File: src/page_decode_consts.svh
// Constants for the memory map and page decode block
`ifndef PAGE_DECODE_CONSTS_SVH
`define PAGE_DECODE_CONSTS_SVH

// Register offsets on the plain register port
`define PPI_OFFSET 8'h30
`define MAPCTL_OFFSET 8'h31
`define STATUS_OFFSET 8'h32

// Page index field
`define PAGE_MSB 5
`define PAGE_WIDTH 6
`define PPI_RESET_ALL 8'h00
`define PPI_RESET_SPECIAL 8'h3C

// Page window bounds, bits 15:14 of the address
`define WINDOW_TOP 2'h2

// Internal register block: bits 15:10 of the address
`define REG_BASE 6'h00
// First 16 bus-expansion registers are at 0x0000..0x000F
`define EXP_REGS_LAST 8'h0F
// Port A/B data and direction at 0x00..0x03, port E at 0x08/0x09
`define PORT_AB_LAST 8'h03
`define PORT_E_DATA 8'h08
`define PORT_E_DIR 8'h09
// Port K data and direction at 0x32/0x33
`define PORT_K_DATA 8'h32
`define PORT_K_DIR 8'h33

// Internal page thresholds per partition switch setting
`define PAGE_INT_0 6'h38
`define PAGE_INT_1 6'h30
`define PAGE_INT_2 6'h20
`define PAGE_INT_3 6'h00

// Mapping control bit positions
`define MAPCTL_PORT_E 0
`define MAPCTL_PORT_K 1

`endif

File: src/page_decode_pkg.sv
// Types for the memory map and page decode block
package page_decode_pkg;

  typedef enum logic [2:0]
  {
    mode_normal_single,
    mode_normal_expanded,
    mode_special_single,
    mode_special_expanded,
    mode_special_peripheral,
    mode_emulation_single,
    mode_emulation_expanded
  } op_mode_type;

  typedef struct packed
  {
    logic debug_sel;
    logic reg_sel;
    logic ram_sel;
    logic eeprom_sel;
    logic flash_sel;
    logic ext_sel;
  } select_type;

  typedef struct packed
  {
    logic [5:0] page;
    logic [7:0] map_ctl;
    logic [7:0] rd_data;
    logic emu_cs_n;
    logic ext_cs_n;
  } state_type;

endpackage

File: src/page_decode.sv
// Memory map control: program page index, data steering and select decode
// Functional notes
// Page index maps one 16K block into window 0x8000 to 0xBFFF.
// Index value n selects paged block n, pages 0 to 63.
// Index writes allowed in all modes or special only; reads always.
// Reset value 0x00 for all-mode writes, 0x3C for special-only writes.
// Bus writes to the index take effect one cycle after the write.
// Call and return update the index over a dedicated path.
// Multiplex read buses to the CPU, steer write data, swap bytes.
// Every address decodes to registers, peripheral, or memory by mode; unclaimed space in non-expanded, non-emulation modes is external only if removed.
// Never more than one block select active at once.
// Overlapping blocks: only highest priority selected, lower hidden.
// Priority: debug, registers, RAM, EEPROM, flash, external.
// Expansion window has lowest priority among internal resources.
// Expanded modes: unclaimed space external; ports A, B go external.
// Port E enable set removes port E registers to external space.
// Special peripheral mode removes first 16 expansion registers.
// Emulation with port K enable removes port K registers.
// Port K bit 7 is active-low emulation select on flash access.
// With port K enable clear the select pin is general I/O.
// Exactly two external chip selects: emulation and external.
// Port K bit 6 external select: external space, no emulation select.
// Page window access internal or external by partition switches.
// Upper two index bits read zero, writes ignored.
`timescale 1ns/10ps
`include "page_decode_consts.svh"

module page_decode
#(
  parameter bit WRITE_ANY_MODE = 1'b1
)
(
  input wire logic clk,
  input wire logic rst,
  input wire page_decode_pkg::op_mode_type op_mode,
  input wire logic [1:0] paging_partition_switches,
  input wire logic [15:0] cpu_addr,
  input wire logic cpu_access,
  input wire logic [15:0] cpu_wdata,
  input wire logic cpu_byte_swap,
  input wire logic debug_active,
  input wire logic [15:0] ram_base,
  input wire logic [15:0] ram_mask,
  input wire logic [15:0] eeprom_base,
  input wire logic [15:0] eeprom_mask,
  input wire logic flash_enable,
  input wire logic [15:0] reg_rdata,
  input wire logic [15:0] ram_rdata,
  input wire logic [15:0] eeprom_rdata,
  input wire logic [15:0] flash_rdata,
  input wire logic [15:0] ext_rdata,
  input wire logic [15:0] debug_rdata,
  input wire logic page_load,
  input wire logic [7:0] page_load_value,
  input wire logic [7:0] reg_addr,
  input wire logic [7:0] reg_wdata,
  input wire logic reg_write,
  input wire logic reg_read,
  input wire logic port_k7_gpio_out,
  input wire logic port_k6_gpio_out,
  output logic [7:0] reg_rdata_out,
  output logic [7:0] page_out,
  output page_decode_pkg::select_type selects,
  output logic [15:0] cpu_rdata,
  output logic [15:0] out_addr,
  output logic [15:0] out_wdata,
  output logic [5:0] ext_page,
  output logic emulation_chip_select_n,
  output logic external_chip_select_n,
  output logic port_k7_pin,
  output logic port_k6_pin
);

  // ****************************************************
  // Mode and map decode
  // ****************************************************
  logic special;
  logic expanded;
  logic emulation;
  logic port_e_external_enable;
  logic port_k_external_enable;
  logic in_regs;
  logic removed;
  logic in_window;
  logic window_internal;
  logic [5:0] threshold;
  logic ram_hit;
  logic eeprom_hit;
  logic flash_hit;
  page_decode_pkg::select_type sel;
  page_decode_pkg::state_type cur;
  page_decode_pkg::state_type next_state;

  always_comb
  begin
    special = op_mode inside {page_decode_pkg::mode_special_single,
                              page_decode_pkg::mode_special_expanded,
                              page_decode_pkg::mode_special_peripheral};
    expanded = op_mode inside {page_decode_pkg::mode_normal_expanded,
                               page_decode_pkg::mode_special_expanded,
                               page_decode_pkg::mode_emulation_expanded};
    emulation = op_mode inside {page_decode_pkg::mode_emulation_single,
                                page_decode_pkg::mode_emulation_expanded};
  end

  assign port_e_external_enable = cur.map_ctl[`MAPCTL_PORT_E];
  assign port_k_external_enable = cur.map_ctl[`MAPCTL_PORT_K];

  always_comb
  begin
    unique case (paging_partition_switches)
      2'h0: threshold = `PAGE_INT_0;
      2'h1: threshold = `PAGE_INT_1;
      2'h2: threshold = `PAGE_INT_2;
      2'h3: threshold = `PAGE_INT_3;
    endcase
  end

  assign in_window = cpu_addr[15:14] == `WINDOW_TOP;
  assign window_internal = cur.page >= threshold;
  assign in_regs = cpu_addr[15:10] == `REG_BASE;

  // Registers handed to the expansion bus stay readable externally only
  always_comb
  begin
    removed = 1'b0;
    if (expanded && cpu_addr[7:0] <= `PORT_AB_LAST && cpu_addr[9:8] == 2'h0)
      removed = 1'b1;
    if (port_e_external_enable && cpu_addr[9:8] == 2'h0
        && (cpu_addr[7:0] == `PORT_E_DATA || cpu_addr[7:0] == `PORT_E_DIR))
      removed = 1'b1;
    if (op_mode == page_decode_pkg::mode_special_peripheral && cpu_addr[9:8] == 2'h0
        && cpu_addr[7:0] <= `EXP_REGS_LAST)
      removed = 1'b1;
    if (emulation && port_k_external_enable && cpu_addr[9:8] == 2'h0
        && (cpu_addr[7:0] == `PORT_K_DATA || cpu_addr[7:0] == `PORT_K_DIR))
      removed = 1'b1;
  end

  assign ram_hit = (cpu_addr & ram_mask) == (ram_base & ram_mask);
  assign eeprom_hit = (cpu_addr & eeprom_mask) == (eeprom_base & eeprom_mask);
  assign flash_hit = flash_enable && cpu_addr[15] && (!in_window || window_internal);

  // Priority chain: an earlier hit masks every later one
  always_comb
  begin
    sel = '0;
    if (cpu_access)
    begin
      if (debug_active)
        sel.debug_sel = 1'b1;
      else if (in_regs && !removed)
        sel.reg_sel = 1'b1;
      // Removed port registers go out before RAM or EEPROM can claim them
      else if (in_regs)
        sel.ext_sel = 1'b1;
      else if (ram_hit)
        sel.ram_sel = 1'b1;
      else if (eeprom_hit)
        sel.eeprom_sel = 1'b1;
      else if (flash_hit)
        sel.flash_sel = 1'b1;
      else if (expanded || emulation || removed)
        sel.ext_sel = 1'b1;
    end
  end

  assign selects = sel;

  // ****************************************************
  // Data steering
  // ****************************************************
  logic [15:0] mux_rd;

  always_comb
  begin
    mux_rd = 16'h0000;
    if (sel.debug_sel)
      mux_rd = debug_rdata;
    else if (sel.reg_sel)
      mux_rd = reg_rdata;
    else if (sel.ram_sel)
      mux_rd = ram_rdata;
    else if (sel.eeprom_sel)
      mux_rd = eeprom_rdata;
    else if (sel.flash_sel)
      mux_rd = flash_rdata;
    else if (sel.ext_sel)
      mux_rd = ext_rdata;
  end

  assign cpu_rdata = cpu_byte_swap ? {mux_rd[7:0], mux_rd[15:8]} : mux_rd;
  assign out_addr = cpu_addr;
  assign out_wdata = cpu_wdata;
  assign ext_page = cur.page;

  // ****************************************************
  // State update
  // ****************************************************
  logic emu_active;
  logic ext_active;

  // Emulation select follows flash space only in emulation mode
  assign emu_active = emulation && port_k_external_enable
                      && cpu_access && cpu_addr[15] && flash_enable;
  // Unmapped or missing register locations never raise the external select
  assign ext_active = port_k_external_enable && sel.ext_sel
                      && !emu_active && !in_regs;

  always_comb
  begin
    next_state = cur;
    next_state.emu_cs_n = !emu_active;
    next_state.ext_cs_n = !ext_active;
    if (reg_write && reg_addr == `PPI_OFFSET && (WRITE_ANY_MODE || special))
      next_state.page = reg_wdata[`PAGE_MSB:0];
    if (page_load)
      next_state.page = page_load_value[`PAGE_MSB:0];
    if (reg_write && reg_addr == `MAPCTL_OFFSET)
      next_state.map_ctl = {6'h00, reg_wdata[1:0]};
    next_state.rd_data = 8'h00;
    if (reg_read)
    begin
      unique case (reg_addr)
        `PPI_OFFSET: next_state.rd_data = {2'b00, cur.page};
        `MAPCTL_OFFSET: next_state.rd_data = cur.map_ctl;
        `STATUS_OFFSET: next_state.rd_data = {6'h00, ~cur.emu_cs_n, ~cur.ext_cs_n};
        default: next_state.rd_data = 8'h00;
      endcase
    end
  end

  always_ff @(posedge clk or posedge rst)
  begin
    if (rst)
    begin
      cur.page <= WRITE_ANY_MODE ? 6'(`PPI_RESET_ALL) : 6'(`PPI_RESET_SPECIAL);
      cur.map_ctl <= 8'h00;
      cur.rd_data <= 8'h00;
      cur.emu_cs_n <= 1'b1;
      cur.ext_cs_n <= 1'b1;
    end
    else
      cur <= next_state;
  end

  assign reg_rdata_out = cur.rd_data;
  assign page_out = {2'b00, cur.page};
  assign emulation_chip_select_n = cur.emu_cs_n;
  assign external_chip_select_n = cur.ext_cs_n;
  assign port_k7_pin = port_k_external_enable ? cur.emu_cs_n : port_k7_gpio_out;
  assign port_k6_pin = port_k_external_enable ? cur.ext_cs_n : port_k6_gpio_out;

  // ****************************************************
  // Checks
  // ****************************************************
  property p_one_select;
    @(posedge clk) disable iff (rst) $onehot0(selects);
  endproperty
  a_one_select: assert property (p_one_select) else $error("two selects");

  property p_write_one_cycle;
    @(posedge clk) disable iff (rst)
      (reg_write && reg_addr == `PPI_OFFSET && WRITE_ANY_MODE && !page_load)
      |=> page_out == {2'b00, $past(reg_wdata[5:0])};
  endproperty
  a_write_one_cycle: assert property (p_write_one_cycle) else $error("page write lost");

  property p_load;
    @(posedge clk) disable iff (rst) page_load |=> page_out[5:0] == $past(page_load_value[5:0]);
  endproperty
  a_load: assert property (p_load) else $error("page load lost");

  property p_upper_zero;
    @(posedge clk) disable iff (rst) page_out[7:6] == 2'b00;
  endproperty
  a_upper_zero: assert property (p_upper_zero) else $error("upper bits set");

  property p_reg_over_ram;
    @(posedge clk) disable iff (rst)
      (cpu_access && !debug_active && in_regs && !removed) |-> !selects.ram_sel;
  endproperty
  a_reg_over_ram: assert property (p_reg_over_ram) else $error("ram over regs");

  property p_cs_exclusive;
    @(posedge clk) disable iff (rst) !(!emulation_chip_select_n && !external_chip_select_n);
  endproperty
  a_cs_exclusive: assert property (p_cs_exclusive) else $error("both chip selects");

  property p_emu_cs;
    @(posedge clk) disable iff (rst) emu_active |=> !emulation_chip_select_n;
  endproperty
  a_emu_cs: assert property (p_emu_cs) else $error("emu select late");

  property p_gpio;
    @(posedge clk) disable iff (rst) !port_k_external_enable |-> port_k7_pin == port_k7_gpio_out;
  endproperty
  a_gpio: assert property (p_gpio) else $error("pin not gpio");

  property p_window_ext;
    @(posedge clk) disable iff (rst)
      (cpu_access && expanded && !debug_active && in_window && !window_internal
       && !ram_hit && !eeprom_hit) |-> selects.ext_sel;
  endproperty
  a_window_ext: assert property (p_window_ext) else $error("window not external");

  property p_window_internal;
    @(posedge clk) disable iff (rst)
      (cpu_access && flash_enable && !debug_active && in_window && window_internal
       && !ram_hit && !eeprom_hit) |-> selects.flash_sel;
  endproperty
  a_window_internal: assert property (p_window_internal) else $error("window not internal");

  property p_no_access;
    @(posedge clk) disable iff (rst) !cpu_access |-> selects == '0;
  endproperty
  a_no_access: assert property (p_no_access) else $error("select without access");

  property p_debug_first;
    @(posedge clk) disable iff (rst) (cpu_access && debug_active) |-> selects.debug_sel;
  endproperty
  a_debug_first: assert property (p_debug_first) else $error("debug space not first");

  property p_ram_over_eeprom;
    @(posedge clk) disable iff (rst)
      (cpu_access && !debug_active && !in_regs && ram_hit) |-> selects.ram_sel;
  endproperty
  a_ram_over_eeprom: assert property (p_ram_over_eeprom) else $error("ram hidden");

  // Vectors live in the upper block, so it must never fall to a window
  property p_flash_upper;
    @(posedge clk) disable iff (rst)
      (cpu_access && flash_enable && !debug_active && cpu_addr[15:14] == 2'h3
       && !ram_hit && !eeprom_hit) |-> selects.flash_sel;
  endproperty
  a_flash_upper: assert property (p_flash_upper) else $error("upper block lost");

  property p_port_ab_out;
    @(posedge clk) disable iff (rst)
      (cpu_access && !debug_active && expanded && cpu_addr[15:2] == 14'h0000)
      |-> selects.ext_sel;
  endproperty
  a_port_ab_out: assert property (p_port_ab_out) else $error("port a b not external");

  property p_port_e_out;
    @(posedge clk) disable iff (rst)
      (cpu_access && !debug_active && port_e_external_enable && cpu_addr[15:8] == 8'h00
       && (cpu_addr[7:0] == `PORT_E_DATA || cpu_addr[7:0] == `PORT_E_DIR)) |-> selects.ext_sel;
  endproperty
  a_port_e_out: assert property (p_port_e_out) else $error("port e not external");

  property p_periph_out;
    @(posedge clk) disable iff (rst)
      (cpu_access && op_mode == page_decode_pkg::mode_special_peripheral
       && cpu_addr[15:4] == 12'h000) |-> !selects.reg_sel;
  endproperty
  a_periph_out: assert property (p_periph_out) else $error("expansion register mapped");

  property p_port_k_out;
    @(posedge clk) disable iff (rst)
      (cpu_access && !debug_active && emulation && port_k_external_enable
       && cpu_addr[15:8] == 8'h00
       && (cpu_addr[7:0] == `PORT_K_DATA || cpu_addr[7:0] == `PORT_K_DIR)) |-> selects.ext_sel;
  endproperty
  a_port_k_out: assert property (p_port_k_out) else $error("port k not external");

  property p_ext_cs_regs;
    @(posedge clk) disable iff (rst) in_regs |=> external_chip_select_n;
  endproperty
  a_ext_cs_regs: assert property (p_ext_cs_regs) else $error("external select on register");

  property p_k6_gpio;
    @(posedge clk) disable iff (rst) !port_k_external_enable |-> port_k6_pin == port_k6_gpio_out;
  endproperty
  a_k6_gpio: assert property (p_k6_gpio) else $error("pin 6 not gpio");

  property p_pass_through;
    @(posedge clk) disable iff (rst) out_addr == cpu_addr && out_wdata == cpu_wdata;
  endproperty
  a_pass_through: assert property (p_pass_through) else $error("address or data not steered");

  property p_swap;
    @(posedge clk) disable iff (rst)
      (cpu_byte_swap && selects.flash_sel) |-> cpu_rdata == {flash_rdata[7:0], flash_rdata[15:8]};
  endproperty
  a_swap: assert property (p_swap) else $error("bytes not swapped");

  property p_read_page;
    @(posedge clk) disable iff (rst)
      (reg_read && reg_addr == `PPI_OFFSET) |=> reg_rdata_out == $past(page_out);
  endproperty
  a_read_page: assert property (p_read_page) else $error("page read wrong");

endmodule

File: config.mk
export PLATFORM = sky130hd
export DESIGN_NAME = page_decode
export DESIGN_NICKNAME = d
export VERILOG_FILES = /design/src/page_decode_pkg.sv /design/src/page_decode.sv
export VERILOG_INCLUDE_DIRS = /design/src
export SDC_FILE = /design/constraint.sdc
export NUM_CORES = 1
export LEC_CHECK = 0
export BUFFER_PORTS_ARGS = -buffer_cell sky130_fd_sc_hd__buf_2
export CORE_MARGIN = 8
export CORE_UTILIZATION = 27
export DETAILED_ROUTE_END_ITERATION = 12
export GPL_TIMING_DRIVEN = 1
export PLACE_DENSITY = 0.74
export SYNTH_ARGS = -nofsm -noshare
export SYNTH_HDL_FRONTEND = slang
export SYNTH_SLANG_ARGS = --single-unit
File: constraint.sdc
create_clock -name clk -period 4 [get_ports clk]
set_clock_uncertainty 0.1 [all_clocks]
set_input_delay 0.6 -clock clk [delete_from_list [all_inputs] [get_ports clk]]
set_output_delay 0.6 -clock clk [all_outputs]
set_load 0.02 [all_outputs]
==> results of run 1 <==
worst max-delay path by stage:
stage | startpoint | to | slack, ns | cells after the start
2_1_floorplan | paging_partition_switches[1] | cpu_rdata[11] | 0.36 | 9
3_3_place_gp | cpu_addr[6] | cpu_rdata[1] | 0.19 | 11
3_5_place_dp | cpu_addr[6] | cpu_rdata[1] | 0.17 | 10
4_1_cts | cpu_addr[6] | cpu_rdata[1] | 0.16 | 11
5_1_grt | cpu_addr[3] | cpu_rdata[10] | 0.03 | 10
6_report | cpu_addr[6] | cpu_rdata[1] | 0.20 | 10
per-layer routing:
metal / vias up / GRT usage / routed length, um
li1: 1808 / - / -
met5: - / 0 / 0
met2: 202 / 0.316 / 6980
met1: 1674 / 0.192 / 5200
met4: 0 / 0.0211 / 80
met3: 8 / 0.0400 / 1290
synthesized netlist by cell type, types with 2 or more instances:
master	n
a32oi_1	16
clkbuf_1	14
buf_4	54
a22oi_1	16
o21ai_0	24
buf_2	2
nor2b_1	25
nor2_1	10
o211ai_1	17
inv_1	20
buf_6	2
nor3_1	6
mux2i_1	8
nand4_1	4
a221o_1	32
xor2_1	33
nand2_1	13
a21oi_1	17
dfstp_2	2
nor4b_1	2
nand2b_1	2
o22a_1	2
ha_1	3
and2_1	5
nand3_1	4
and3_1	2
dfrtp_1	14
nor4bb_1	2
or3_1	2
mux2_2	4
and2b_1	9
area by class of cell:
cell class,count,area (um2),area share
multi-input cells,275,2030,0.485
inverters,22,85.1,0.0204
repair buffers,280,1440,0.344
flip-flops and latches,16,403,0.0964
clock buffers,4,55.1,0.0132
well taps,140,175,0.0419
report_power, final:
group	switching, mW	internal [mW]	leakage [nW]
sequential	0.00928	0.169	0.206
clock	0.0546	0.0873	0.0288
combinational	0.217	0.181	1.96
total	0.281	0.437	2.20
metrics by stage:
stage	utilization	total power, mW	instance area [um2]	std cells	hold WS, ns
2_1_floorplan	-	0.431	2990	386	0.393
3_3_place_gp	0.382	0.575	4130	733	0.451
3_5_place_dp	0.382	0.579	4130	733	0.451
4_1_cts	0.387	0.722	4180	737	0.324
5_1_grt	0.387	0.765	4180	737	0.359
6_report	0.387	0.717	4180	737	0.300
registers in the layout (all words and copies together), names as in the netlist:
register / count
cur: 2
emulation_chip_select_n: 1
ext_page: 6
external_chip_select_n: 1
reg_rdata_out: 6
worst max-delay path: cells and delay by family:
kind | cells | cell delay, ns
simple gates | 3 | 1.09
buf+inv | 2 | 0.36
compound gates | 5 | 1.04
logic make-up after synthesis:
kind of cell / Yosys count / synth area share
DFF: 16 / 0.135
and+or+nand+nor: 92 / 0.183
muxes: 12 / 0.0420
other: 1 / 0.00126
buffers and inverters: 95 / 0.195
adders and majority gates: 3 / 0.0126
AOI/OAI and AO/OA: 130 / 0.332
xor gates and xnor gates: 34 / 0.100
==> results.tsv, run 1 <==
stage	metric	value	unit
setup_path	worstReg2RegEnd	external_chip_select_n	
setup_path	worstPathArrival	3.10	ns
yosys	yosysTopAreaCellShare	0.136	
drt	viasPerCell	5.01	
die	rows	38	
setup_path	cpPeakStageDelay	0.56	ns
drt	route.detailed.drc	0	
global_routing	grtUsageTotal	0.169	
yosys	synth_flop_cell	dfrtp_1	
place	gp_congestion	0.868	
sta	slew_headroom	0.442	
drt	ant_nets	0	
clocking	cts_hold_buf	0	
power_and_ir_drop	power.density	172	mW/mm2
yosys	ys_seq_elements	16	
drt	drt-initial-drc-count	256	
layout	nNetsFinal	833	
setup_path	critPathLaunchType	primary input	
yosys	ys_seq_area_frac	0.135	
clocking	clock-sinks	16	
clocking	clkTransAtPathRegs	0.06	ns
die	start_util	0.276	
setup_path	critPathKind	in2out	
clocking	htreeDepth	1	
global_routing	grt_max_degree	34	
drt	drt-total-wl	13.5	mm
global_routing	grt_antenna_before_repair	0	
global_routing	grt_pass1_wl	20.0	mm
clocking	cts_tree	done	
layout	n_fill_cell	1154	
setup_path	path_cells	buf_2 > or4_4 > or3_1 > o22ai_2 > a22oi_2 > nor2b_1 > a221o_1 > o211ai_1 > a32oi_1 > buf_2	
die	fp.dieH	121	um
sta	maxSlewViolCount	0	
die	die_area	0.0146	mm2
place	port_buffers	271	
layout	antenna_cells	0	
sta	tns	0	ns
sta	rsz0062_at_grt	no	
clocking	cts_resized	0	
clocking	postCtsSetupBuffers	0	
job	drv_cap	0	
sta	maxClockFrequency	263	MHz
drt	via_count	3692	
yosys	syn_avg_cell_area	7.78	um2
clocking	cts-root-buf	clkbuf_8	
yosys	yosysTopAreaCell	buf_4	
sta	tightest_slew	0.836	ns
drt	dr.pass1.iters	4	
yosys	synthDistinctLibCells	48	
yosys	synth-edff-count	0	
yosys	netlist_area	0.00298	mm2
setup_path	worst_path_most_repeated_cell	buf_2	
die	die_x	121	um
setup_path	path_max_fanout	17	
layout	final_common_cell	buf_2	
drt	drt-wirelength-per-cell	18.4	um
clocking	clock_path_buffers	2	
sta	final_hold_viol_count	0	
clocking	clk_latency	0.25	ns
sta	worst_slack	0.204	ns
layout	mostFrequentLayoutCells	buf_2, xor2_1, a221o_1	
layout	syn_to_final_growth	40.4	%
place	place.detailed.hpwl	11.6	mm
power_and_ir_drop	p_leak	2.20	nW
sta	fin_crit	3.80	ns
clocking	numCtsBuffers	3	
yosys	synth_warnings	0	
status	status	complete, no violations	
setup_path	rr_worst_depth	7	
yosys	synth_area_leaders	buf_4, dfrtp_1, a221o_1	
min_path	hold_class	in2async	
yosys	async_reset_ff_frac	1.00	
die	core	0.0108	mm2
die	num_io_pins	312	
yosys	syn_inst	383	
place	post-place-ws	0.169	ns
power_and_ir_drop	peakVddDrop	0.226	mV
global_routing	grt.overflow.total	0	
setup_path	required	3.30	ns
setup_path	reg2reg_from	ext_page[3]	
setup_path	cp-end-kind	output pin	
global_routing	grt_pass1_vias	3747	
sta	finalSetupViolCount	0	
layout	drive_above_1_share	0.499	
sta	min_period_over_period	0.949	
setup_path	cp_slowest_cell	or4_4	
setup_path	r2r_slack	2.23	ns
Note: power is estimated with default switching activity, not from simulation.
==> inputs of run 2 (changes only) <==
--- a/config.mk
+++ b/config.mk
@@ -7,11 +7,13 @@
 export NUM_CORES = 1
 export LEC_CHECK = 0
 export BUFFER_PORTS_ARGS = -buffer_cell sky130_fd_sc_hd__buf_2
+export CELL_PAD_IN_SITES_DETAIL_PLACEMENT = 0
+export CELL_PAD_IN_SITES_GLOBAL_PLACEMENT = 1
 export CORE_MARGIN = 8
-export CORE_UTILIZATION = 27
+export CORE_UTILIZATION = 23
 export DETAILED_ROUTE_END_ITERATION = 12
 export GPL_TIMING_DRIVEN = 1
-export PLACE_DENSITY = 0.74
+export PLACE_DENSITY = 0.92
 export SYNTH_ARGS = -nofsm -noshare
 export SYNTH_HDL_FRONTEND = slang
 export SYNTH_SLANG_ARGS = --single-unit
==> run 2 against run 1 <==
  * Count of clock-buffer cells in the layout stayed put
  * Power rose by 8.4%
  * Via count grew 1.1%
  * Critical path depth up 1
  * Core utilization shrank 4.4 points
  * Global-route usage decreased by 1.5 points
  * Combinational power up 2%
  * Register-to-register slack better by 0.02 ns
  * Sequential power is essentially flat
  * Critical path type unchanged
  * Sequential cell count did not move
  * Largest power group unchanged
  * Largest cell class unchanged
  * Clock power grew 35%
  * First-iteration DRC count is 23% lower
==> results.tsv, run 2 (same netlist as run 1, synthesis figures left out) <==
stage	metric	value	unit
status	status	complete, no violations	
power_and_ir_drop	peakVddDrop	0.170	mV
drt	drt-wirelength-per-cell	18.2	um
die	die_area	0.0168	mm2
setup_path	reg2reg_from	ext_page[3]	
sta	maxSlewViolCount	0	
die	core	0.0126	mm2
clocking	htreeDepth	1	
place	port_buffers	271	
layout	syn_to_final_growth	45.3	%
drt	ant_nets	0	
power_and_ir_drop	finalPower	0.777	mW
sta	slew_headroom	0.604	
setup_path	cpPeakStageDelay	0.56	ns
sta	rsz0062_at_grt	no	
clocking	clock-sinks	16	
job	drv_cap	0	
global_routing	grt_pass1_vias	3916	
setup_path	required	3.30	ns
global_routing	grt_pass1_wl	20.5	mm
sta	finalSetupViolCount	0	
sta	final_hold_viol_count	0	
die	start_util	0.236	
global_routing	grt.overflow.total	0	
drt	dr.pass1.iters	4	
setup_path	rr_worst_depth	8	
layout	drive_above_1_share	0.507	
clocking	clkTransAtPathRegs	0.05	ns
min_path	hold_class	in2async	
setup_path	critPathLaunchType	primary input	
clocking	cts_tree	done	
drt	drt-initial-drc-count	197	
setup_path	path_max_fanout	17	
layout	mostFrequentLayoutCells	buf_2, xor2_1, a221o_1	
setup_path	path_buf_inv	3	
drt	viasPerCell	4.80	
die	fp.dieH	130	um
sta	min_period_over_period	0.957	
setup_path	cp_slowest_cell	or4_4	
drt	route.detailed.drc	0	
drt	via_count	3732	
setup_path	r2r_slack	2.25	ns
setup_path	worstReg2RegEnd	external_chip_select_n	
global_routing	grtUsageTotal	0.154	
clocking	numCtsBuffers	3	
global_routing	grt_max_degree	34	
setup_path	cp-end-kind	output pin	
layout	antenna_cells	0	
setup_path	worstPathArrival	3.13	ns
place	place.detailed.hpwl	12.1	mm
layout	nNetsFinal	842	
clocking	clk_latency	0.24	ns
clocking	cts-root-buf	clkbuf_16	
sta	maxClockFrequency	261	MHz
setup_path	critPathKind	in2out	
clocking	clock_path_buffers	2	
setup_path	path_cells	buf_2 > or4_4 > or3_1 > o22ai_2 > or3_1 > inv_4 > a221o_1 > o21ai_0 > nor2b_1 > a32oi_1 > buf_2	
layout	n_fill_cell	1426	
sta	tightest_slew	0.593	ns
power_and_ir_drop	power.density	180	mW/mm2
place	dp_cells	770	
setup_path	crit_family	simple AND/OR/NAND/NOR gates	
layout	final_cells	778	
power_and_ir_drop	p_leak	2.25	nW
sta	hold_slack	0.318	ns
layout	final_common_cell	buf_2	
global_routing	grt_antenna_before_repair	0	
die	num_io_pins	312	
place	gp_congestion	0.869	
drt	drt-total-wl	14.2	mm
die	rows	41	
sta	fin_crit	3.83	ns
die	die_x	130	um
==> run 2: repair_timing <==
action	4_1_cts	5_1_grt
setup buffers	0	4
resized for setup	1	0
pin swaps	0	1
endpoints found under the setup margin	1	2
hold buffers	0	0
==> run 2: worst max-delay path by stage <==
stage | from | depth (start not counted) | to
final | cpu_addr[6] | 11 | cpu_rdata[7]
after global placement | paging_partition_switches[1] | 13 | cpu_rdata[10]
after floorplan | paging_partition_switches[1] | 9 | cpu_rdata[11]
after detailed placement | paging_partition_switches[1] | 13 | cpu_rdata[4]
after CTS | cpu_addr[6] | 10 | cpu_rdata[10]
after global routing | cpu_addr[6] | 11 | cpu_rdata[9]
==> run 2: stage by stage <==
step / setup WS, ns / setup TNS, ns / cell area (um2) / util
after floorplan: 0.361 / 0 / 2990 / -
after global placement: 0.0409 / 0 / 4220 / 0.334
after detailed placement: -0.0200 / -0.0200 / 4220 / 0.334
after CTS: 0.117 / 0 / 4300 / 0.340
after global routing: 0.0213 / 0 / 4330 / 0.343
final: 0.173 / 0 / 4330 / 0.343
==> run 2: final cells by class <==
type / count / area [um2] / share of cell area
clock buffer: 4 / 78.8 / 0.0182
inverter: 22 / 85.1 / 0.0197
multi-input combinational: 275 / 2030 / 0.469
sequential: 16 / 403 / 0.0931
tap: 172 / 215 / 0.0497
timing repair buffer: 289 / 1520 / 0.350
==> run 2: power by group <==
part | switching [mW] | internal [mW] | leakage (nW) | total [mW]
logic | 0.218 | 0.189 | 2.01 | 0.407
registers | 0.00919 | 0.169 | 0.206 | 0.178
clock network | 0.0575 | 0.135 | 0.0382 | 0.192
==> run 2: metal layers <==
metal	up-vias	routed length [um]	global-route usage	part of all wire
met1	1687	5310	0.175	0.37
li1	1822	-	-	-
met2	215	7370	0.286	0.52
met5	-	0	0	0
met3	8	1440	0.0424	0.10
met4	0	86	0.0205	0.0061
